===== src/verilog/mtr_pkg.sv =====
// Constants and types for the transmit threshold and run control block.
// Assumes a 32-bit register port with byte offsets on an 8-bit address.
package mtr_pkg;
    // ==========================================================
    // Register offsets
    localparam logic [7:0] OFF_MODE = 8'h18;
    localparam logic [7:0] OFF_DESC = 8'h20;
    localparam logic [7:0] OFF_STAT = 8'h24;

    // ==========================================================
    // Operating mode fields
    localparam int TTH_LSB = 14;
    localparam int TTH_W = 7;
    localparam int RUN_BIT = 13;
    localparam int RSV_BIT = 12;
    localparam int LBK_LSB = 10;
    localparam int LBK_W = 2;
    localparam int THR_SHIFT = 4;
    localparam logic [31:0] MODE_RST = 32'h0000_0000;
    localparam logic [31:0] DESC_RST = 32'h0000_0000;

    // ==========================================================
    // Status fields
    localparam int STAT_STATE_LSB = 0;
    localparam int STAT_FULL_BIT = 2;
    localparam int STAT_CNT_LSB = 16;

    typedef enum logic [1:0]
    {
        ST_IDLE = 2'b00,
        ST_FETCH = 2'b01,
        ST_FILL = 2'b10,
        ST_SEND = 2'b11
    } mtr_state_t;

    typedef enum logic [1:0]
    {
        LB_NORMAL = 2'b00,
        LB_INTERNAL = 2'b01,
        LB_EXTERNAL = 2'b10
    } mtr_loop_t;
endpackage


===== src/verilog/mtr_tx_control.sv =====
// Transmit start threshold, transmit run control and loopback select.
// Assumes the DMA, FIFO and MAC share clk and give one-cycle pulses.
//
// Notes on behaviour
// Bits 20:14 hold the threshold; a frame starts once its queued bytes reach it.
// A frame also starts as soon as it is wholly queued, even below the threshold.
// Software changes the threshold only while the transmit machine is idle.
// Threshold zero waits for the full frame; value n means n times sixteen bytes.
// Setting the run bit 13 leaves idle and first fetches the descriptor at the pointer.
// Clearing the run bit stops the machine only once the current frame has ended.
// Software loads the descriptor pointer before it sets the run bit.
// Bit 12 is reserved and always reads as zero.
// Bits 11:10 select normal, internal loopback or external loopback.
// The byte count covers only the head frame and restarts for each frame.
`timescale 1ns/1ps
module mtr_tx_control #(
    parameter int CNT_W = 11,
    parameter int IN_W = 3
)
(
    input wire logic clk,
    input wire logic rst,
    input wire logic [7:0] regAddr,
    input wire logic [31:0] regWrData,
    input wire logic regWr,
    input wire logic regRd,
    output logic [31:0] regRdData,
    output logic descFetchReq,
    output logic [31:0] descFetchAddr,
    input wire logic descFetchAck,
    input wire logic [IN_W-1:0] fifoBytesIn,
    input wire logic fifoFrameQueued,
    output logic txStart,
    input wire logic txDone,
    input wire logic txAbortColl,
    output logic [1:0] loopbackMode,
    output logic txIdle
);
    // ==========================================================
    // Parameter checks
    // The counter must hold the largest threshold of 2032 bytes.
    if (CNT_W < 11 || CNT_W > 16)
    begin : g_bad_cnt
        $error("CNT_W must lie between 11 and 16");
    end
    if (IN_W < 1 || IN_W > 4)
    begin : g_bad_in
        $error("IN_W must lie between 1 and 4");
    end

    function automatic logic regHit(input logic [7:0] a, input logic [7:0] off);
        regHit = (a == off);
    endfunction

    // ==========================================================
    // Registers and state
    logic [mtr_pkg::TTH_W-1:0] txStartThreshold_q, txStartThreshold_d;
    logic txRun_q, txRun_d;
    logic [1:0] loopbackSelect_q, loopbackSelect_d;
    logic [31:0] currentTxDescriptorPointer_q, currentTxDescriptorPointer_d;
    mtr_pkg::mtr_state_t state_q, state_d;
    logic [CNT_W-1:0] byteCnt_q, byteCnt_d;
    logic full_q, full_d;
    logic [31:0] rdData_q, rdData_d;
    logic fetchReq_q, fetchReq_d;
    logic start_q, start_d;
    logic [1:0] loop_q, loop_d;
    logic idle_q, idle_d;
    logic [CNT_W-1:0] thrBytes;
    logic thrReached;

    assign thrBytes = CNT_W'(txStartThreshold_q) << mtr_pkg::THR_SHIFT;
    assign thrReached = (txStartThreshold_q != '0) && (byteCnt_q >= thrBytes);

    always_comb
    begin
        txStartThreshold_d = txStartThreshold_q;
        txRun_d = txRun_q;
        loopbackSelect_d = loopbackSelect_q;
        currentTxDescriptorPointer_d = currentTxDescriptorPointer_q;
        rdData_d = 32'h0000_0000;
        if (regWr && regHit(regAddr, mtr_pkg::OFF_MODE))
        begin
            txStartThreshold_d = regWrData[mtr_pkg::TTH_LSB +: mtr_pkg::TTH_W];
            txRun_d = regWrData[mtr_pkg::RUN_BIT];
            loopbackSelect_d = regWrData[mtr_pkg::LBK_LSB +: mtr_pkg::LBK_W];
        end
        else if (regWr && regHit(regAddr, mtr_pkg::OFF_DESC))
        begin
            currentTxDescriptorPointer_d = regWrData;
        end
        if (regRd && regHit(regAddr, mtr_pkg::OFF_MODE))
        begin
            // Bit 12 and all other unheld bits stay zero.
            rdData_d[mtr_pkg::TTH_LSB +: mtr_pkg::TTH_W] = txStartThreshold_q;
            rdData_d[mtr_pkg::RUN_BIT] = txRun_q;
            rdData_d[mtr_pkg::RSV_BIT] = 1'b0;
            rdData_d[mtr_pkg::LBK_LSB +: mtr_pkg::LBK_W] = loopbackSelect_q;
        end
        else if (regRd && regHit(regAddr, mtr_pkg::OFF_DESC))
        begin
            rdData_d = currentTxDescriptorPointer_q;
        end
        else if (regRd && regHit(regAddr, mtr_pkg::OFF_STAT))
        begin
            rdData_d[mtr_pkg::STAT_STATE_LSB +: 2] = state_q;
            rdData_d[mtr_pkg::STAT_FULL_BIT] = full_q;
            rdData_d[mtr_pkg::STAT_CNT_LSB +: CNT_W] = byteCnt_q;
        end
    end

    // ==========================================================
    // Transmit state machine
    always_comb
    begin
        state_d = state_q;
        byteCnt_d = byteCnt_q;
        full_d = full_q;
        fetchReq_d = 1'b0;
        start_d = 1'b0;
        case (state_q)
            mtr_pkg::ST_IDLE:
            begin
                if (txRun_q)
                begin
                    state_d = mtr_pkg::ST_FETCH;
                    fetchReq_d = 1'b1;
                end
            end
            mtr_pkg::ST_FETCH:
            begin
                fetchReq_d = 1'b1;
                if (descFetchAck)
                begin
                    fetchReq_d = 1'b0;
                    // No frame has begun yet, so a cleared run bit stops here.
                    state_d = txRun_q ? mtr_pkg::ST_FILL : mtr_pkg::ST_IDLE;
                    byteCnt_d = '0;
                    full_d = 1'b0;
                end
            end
            mtr_pkg::ST_FILL:
            begin
                byteCnt_d = byteCnt_q + CNT_W'(fifoBytesIn);
                full_d = full_q | fifoFrameQueued;
                if (full_q || thrReached)
                begin
                    state_d = mtr_pkg::ST_SEND;
                    start_d = 1'b1;
                end
            end
            mtr_pkg::ST_SEND:
            begin
                if (txDone || txAbortColl)
                begin
                    state_d = txRun_q ? mtr_pkg::ST_FETCH : mtr_pkg::ST_IDLE;
                    fetchReq_d = txRun_q;
                end
            end
            default:
            begin
                state_d = mtr_pkg::ST_IDLE;
            end
        endcase
        loop_d = (loopbackSelect_q == 2'h3) ? mtr_pkg::LB_NORMAL : loopbackSelect_q;
        idle_d = (state_d == mtr_pkg::ST_IDLE);
    end

    always_ff @(posedge clk)
    begin
        if (rst)
        begin
            txStartThreshold_q <= mtr_pkg::MODE_RST[mtr_pkg::TTH_LSB +: mtr_pkg::TTH_W];
            txRun_q <= mtr_pkg::MODE_RST[mtr_pkg::RUN_BIT];
            loopbackSelect_q <= mtr_pkg::MODE_RST[mtr_pkg::LBK_LSB +: mtr_pkg::LBK_W];
            currentTxDescriptorPointer_q <= mtr_pkg::DESC_RST;
            state_q <= mtr_pkg::ST_IDLE;
            byteCnt_q <= '0;
            full_q <= 1'b0;
            rdData_q <= 32'h0000_0000;
            fetchReq_q <= 1'b0;
            start_q <= 1'b0;
            loop_q <= mtr_pkg::LB_NORMAL;
            idle_q <= 1'b1;
        end
        else
        begin
            txStartThreshold_q <= txStartThreshold_d;
            txRun_q <= txRun_d;
            loopbackSelect_q <= loopbackSelect_d;
            currentTxDescriptorPointer_q <= currentTxDescriptorPointer_d;
            state_q <= state_d;
            byteCnt_q <= byteCnt_d;
            full_q <= full_d;
            rdData_q <= rdData_d;
            fetchReq_q <= fetchReq_d;
            start_q <= start_d;
            loop_q <= loop_d;
            idle_q <= idle_d;
        end
    end

    assign regRdData = rdData_q;
    assign descFetchReq = fetchReq_q;
    assign descFetchAddr = currentTxDescriptorPointer_q;
    assign txStart = start_q;
    assign loopbackMode = loop_q;
    assign txIdle = idle_q;

    // ==========================================================
    // Checks
    a_thresh_start: assert property (@(posedge clk) disable iff (rst)
        state_q == mtr_pkg::ST_FILL && thrReached |=> txStart && state_q == mtr_pkg::ST_SEND)
        else $error("threshold reached without a start");
    a_full_start: assert property (@(posedge clk) disable iff (rst)
        state_q == mtr_pkg::ST_FILL && full_q |=> txStart)
        else $error("queued frame did not start");
    a_zero_waits: assert property (@(posedge clk) disable iff (rst)
        state_q == mtr_pkg::ST_FILL && txStartThreshold_q == '0 && !full_q |=> !txStart)
        else $error("zero threshold started before full frame");
    a_run_fetch: assert property (@(posedge clk) disable iff (rst)
        state_q == mtr_pkg::ST_IDLE && txRun_q
        |=> descFetchReq && descFetchAddr == $past(currentTxDescriptorPointer_q))
        else $error("run bit did not fetch descriptor");
    a_stop_after_frame: assert property (@(posedge clk) disable iff (rst)
        state_q == mtr_pkg::ST_SEND && !(txDone || txAbortColl) |=> state_q == mtr_pkg::ST_SEND)
        else $error("frame left before completion");
    a_rsv_zero: assert property (@(posedge clk) disable iff (rst)
        regRd && regAddr == mtr_pkg::OFF_MODE |=> regRdData[mtr_pkg::RSV_BIT] == 1'b0)
        else $error("reserved bit read nonzero");
    a_loop_select: assert property (@(posedge clk) disable iff (rst)
        regWr && regAddr == mtr_pkg::OFF_MODE && regWrData[11:10] != 2'h3
        |=> ##1 loopbackMode == $past(regWrData[11:10], 2))
        else $error("loopback mode not applied");
    a_count_restart: assert property (@(posedge clk) disable iff (rst)
        state_q == mtr_pkg::ST_FETCH && descFetchAck && txRun_q |=> byteCnt_q == '0 && !full_q)
        else $error("byte count not restarted");
endmodule


===== config.mk =====
export PLATFORM = sky130hd
export DESIGN_NAME = mtr_tx_control
export DESIGN_NICKNAME = d
export VERILOG_FILES = /design/src/verilog/mtr_pkg.sv /design/src/verilog/mtr_tx_control.sv
export SDC_FILE = /design/constraint.sdc
export NUM_CORES = 1
export LEC_CHECK = 0
export BUFFER_PORTS_ARGS = -buffer_cell sky130_fd_sc_hd__buf_2
export CAP_MARGIN = 20
export CORE_MARGIN = 3
export CORE_UTILIZATION = 51
export DETAILED_ROUTE_END_ITERATION = 16
export MAX_ROUTING_LAYER = met4
export PLACE_DENSITY = 0.82
export REMOVE_ABC_BUFFERS = 1
export SYNTH_ARGS = -nofsm -noshare
export SYNTH_HDL_FRONTEND = slang
export SYNTH_SLANG_ARGS = --single-unit
export TNS_END_PERCENT = 50

===== constraint.sdc =====
create_clock -name clk -period 2.18 [get_ports clk]
set_input_delay 0.218 -clock clk [delete_from_list [all_inputs] [get_ports clk]]
set_output_delay 0.218 -clock clk [all_outputs]
set_load 0.02 [all_outputs]

==> results.md <==
Finish:
- The final-stage net count is 589.
- The antenna diode count is 0.
- Leaving out fill and tap cells, the most frequent cell in the layout is sky130_fd_sc_hd__buf_2.
- The sequential standard cell area is 1860 µm².
- In the final layout, the multi-input gates occupy 1780 µm².
- The filler cells instantiated in the layout total between 500 and 600.
- The signed area change from the synthesized netlist to the final layout is 24.0%.
- In the layout the commonest cells are sky130_fd_sc_hd__buf_2, sky130_fd_sc_hd__dfxtp_1, sky130_fd_sc_hd__nand2_1.
- The fraction of layout cells with a size suffix above 1 is 0.330.

Place:
- Port buffering added 119 buffers.
- The half-perimeter wire length after detailed placement is just over 7 mm.
- At the placement stage, the worst setup path has a slack of between 200 and 250 ps.
- Routability-driven placement finished with a final weighted congestion of 0.881.

Detailed routing:
- The first detailed-routing pass took 4 iterations.
- The total wire length after detailed routing is 9.53 mm.
- After detailed routing, the number of remaining DRC violations is 0.
- The final antenna-violating net count is 0.
- After the first detailed-routing iteration, the DRC count stood at 144.
- After detailed routing, the average wire length per cell comes to 15.2 µm.
- Using the TritonRoute via totals, the vias-per-cell ratio works out to 5.47.
- The number of vias in the routed layout is 3429.

Worst setup path:
- The largest single stage delay on the critical path is 430 ps.
- The depth of the most critical reg-to-reg path is 6.
- The data required time at the worst endpoint is 2460 ps.
- The worst register-to-register path begins at byteCnt_q[0].
- The library cell contributing the largest single delay on the critical path is sky130_fd_sc_hd__fa_1.
- The worst register-to-register path ends at byteCnt_q[10].
- The minimum setup slack among reg-to-reg paths is 300 ps.
- The capturing element of the worst setup path is byteCnt_q[10].
- By startpoint and endpoint, the worst setup path is classified as flop to flop.
- The sort of element at the start of the critical path is a flop.
- The endpoint class of the critical path is a flop.
- The most critical setup path has its startpoint at byteCnt_q[0].
- The critical path goes through ha_1 -> fa_1 -> a21oi_2 -> nor3_1 -> a311o_1 -> o211ai_1.
- Of all nets on the critical path, the largest fanout is 5.
- The endpoint arrival time on the critical path is around 2200 ps.

Floorplanning:
- The placeable core area is 7020 µm².
- Pin placement for this block handled 120 I/O pins.
- The y dimension of the die is 92.4 µm.
- The die is 92.4 µm wide.
- The row count is 30.
- The floorplan step defined a die boundary enclosing 8540 µm².
- The initial utilization of the core area, before any placement, comes to 0.542.

STA:
- The part of the cycle the worst path needs is 0.863.
- Setup violations remaining at the end of the flow were counted as 0.
- The number of max-slew violations in the final report is 0.
- The worst clock skew on the final layout is 9.33 ps.
- Setup repair after global routing left no endpoint under its margin.
- Setup slack closes at 299 ps.
- The number of hold violations in the final report is 0.
- The slew at the pin closest to its max-slew limit is 516 ps.
- Subtracting the final worst setup slack from the clock period gives 1880 ps.
- Static timing analysis puts the maximum clock frequency at 0.532 GHz.
- Headroom to the max-slew limit came out at 0.656.
- The setup total negative slack is 0 ps.

Global routing:
- The pin count of the biggest net entering global routing is 50.
- The number of global-route vias before repair was 3186.
- The number of antenna violations at the first check in global routing is 0.
- The total overflow left after global routing is 0.
- The first global-routing pass estimated 14.9 mm of wire.
- For this run, the total global-route usage over all layers was measured as 0.225.

Synthesis:
- The per-instance average area after synthesis is 9.22 µm².
- The cell count after synthesis came out at 413.
- In the synthesized netlist the dominant register cell turns out to be sky130_fd_sc_hd__dfxtp_1.
- Synthesis instantiated 52 different standard cells from the library.
- The share of async-settable or async-resettable flops after synthesis is 0.
- The register bit count reported by yosys is 93.
- The sequential area share after synthesis is 0.489.
- Yosys mapped a number of flops with a built-in enable equal to 0.
- The mapped cell area is 3810 µm².
- For this run, the number of Yosys warnings is 0.

Clock tree:
- The clock reaches the later pin of the worst-skew pair after 360 ps.
- The number of clock sinks is slightly above 90.
- The maximum number of buffers from clock root to sink is 2.
- TritonCTS built the clock tree.
- In this run the number of H-tree levels came out at 3.
- Counting the buffers created by CTS gives 9.
- The clock edge transition at the registers on the reported setup and hold paths is 90 ps.
- The root buffer cell is sky130_fd_sc_hd__clkbuf_8.

Job:
- Max-cap violations in this run came to 0.

Run status:
- The flow ran to the end, and the final reports show no timing, DRC or antenna violations.

Power:
- Dividing total power by cell area gives a power density of 674 nW/µm².
- VDD sags by at most 362 µV.
- The reported leakage power is 0.00198 µW.

Min path:
- The kind of path behind the tightest hold check is input pin to flop.
## cell usage after synthesis, types with 3 or more instances
cell type,count,area share
sky130_fd_sc_hd__nor3_1,9,0.012
sky130_fd_sc_hd__a21oi_2,8,0.018
sky130_fd_sc_hd__a211oi_1,3,0.0059
sky130_fd_sc_hd__and2_1,15,0.025
sky130_fd_sc_hd__nand2_2,10,0.016
sky130_fd_sc_hd__dfxtp_1,93,0.49
sky130_fd_sc_hd__o211ai_1,4,0.0079
sky130_fd_sc_hd__o21ai_0,6,0.0079
sky130_fd_sc_hd__nor2b_1,7,0.012
sky130_fd_sc_hd__mux2i_1,10,0.026
sky130_fd_sc_hd__a21oi_1,39,0.051
sky130_fd_sc_hd__ha_1,10,0.033
sky130_fd_sc_hd__nand2_1,67,0.066
sky130_fd_sc_hd__nand4_1,3,0.0049
sky130_fd_sc_hd__a22o_1,8,0.018
sky130_fd_sc_hd__o311ai_0,5,0.012
sky130_fd_sc_hd__nand3_1,3,0.0039
sky130_fd_sc_hd__nor2_1,23,0.023
sky130_fd_sc_hd__nor3b_1,3,0.0059
sky130_fd_sc_hd__buf_2,8,0.011
sky130_fd_sc_hd__inv_1,8,0.0079
sky130_fd_sc_hd__clkbuf_1,13,0.013
sky130_fd_sc_hd__or3b_2,3,0.0069
sky130_fd_sc_hd__a22oi_1,13,0.026
sky130_fd_sc_hd__nand2b_1,4,0.0066
sky130_fd_sc_hd__buf_6,3,0.0089
## how the worst min path moves through the flow
stage,startpoint,to,slack [ps],depth (start not counted)
2_1_floorplan,rst,descFetchAddr[11],280,1
3_3_place_gp,descFetchAddr[5],descFetchAddr[5],450,2
3_5_place_dp,descFetchAddr[12],descFetchAddr[12],460,2
4_1_cts,regWrData[4],descFetchAddr[4],80,3
5_1_grt,regWrData[23],descFetchAddr[23],90,3
6_report,regWrData[4],descFetchAddr[4],90,3
## per-stage QoR
stage          instances  utilization  hold WS, ps  area [µm²]  power, µW
6_report             627        0.673         88.1        4720       3180
2_1_floorplan        385            -          280        3650       1760
3_3_place_gp         612        0.637          453        4470       1840
3_5_place_dp         612        0.637          461        4470       1840
5_1_grt              627        0.673         88.8        4720       3290
4_1_cts              627        0.672         82.8        4720       3200
## registers in the layout, indices dropped and copies added (netlist names), 2 cells and up
signal and flops:
byteCnt_q 11, regRdData 32, state_q 2, loopbackSelect_q 2, descFetchAddr 32, txStartThreshold_q 7
loopbackMode 2
## worst max-delay path, delay by kind of cell (launching register included)
kind                       cells  cell delay, ps
AOI/OAI and AO/OA              3             680
adders and majority gates      2             650
DFF                            1             350
and+or+nand+nor                1             120
## cell type report
type | count | share of cell area
clock buffers | 10 | 0.0292
well taps | 96 | 0.0254
multi-input cells | 284 | 0.377
clock inverters | 5 | 0.0228
flip-flops and latches | 93 | 0.394
repair buffers | 131 | 0.145
inverters | 8 | 0.00636
## per-layer routing
layer | vias to the layer above | wire (µm) | global-route usage
li1 | 1675 | - | -
met2 | 124 | 4600 | 0.367
met1 | 1614 | 4140 | 0.272
met5 | - | 0 | -
met4 | 0 | 174 | 0.0953
met3 | 16 | 610 | 0.0455
## where the power goes
| part | internal, µW | leakage (µW) | switching [µW] |
|---|---|---|---|
| Combinational | 44.9 | 0.00111 | 60.0 |
| Clock | 793 | 0.000123 | 588 |
| Sequential | 1700 | 0.000749 | 0.878 |
| Total | 2540 | 0.00198 | 649 |
## what timing repair did
action / 4_1_cts / 5_1_grt
setup buffers: 0 / 0
hold buffers: 0 / 0
setup endpoints to repair: 0 / 2
gates resized for setup: 0 / 1
## kinds of logic (layout without fill, tap and decap cells)
kind of cell,count (synthesis),after routing,synth area share
AND/OR/NAND/NOR,162,162,0.218
multiplexers,10,10,0.0263
buffers and inverters,36,154,0.0480
adder cells (fa/ha/maj),11,11,0.0381
AO/OA/AOI/OAI,100,100,0.178
flip-flops,93,93,0.489
XOR/XNOR,1,1,0.00230
Power figures use the tool's default switching activity.
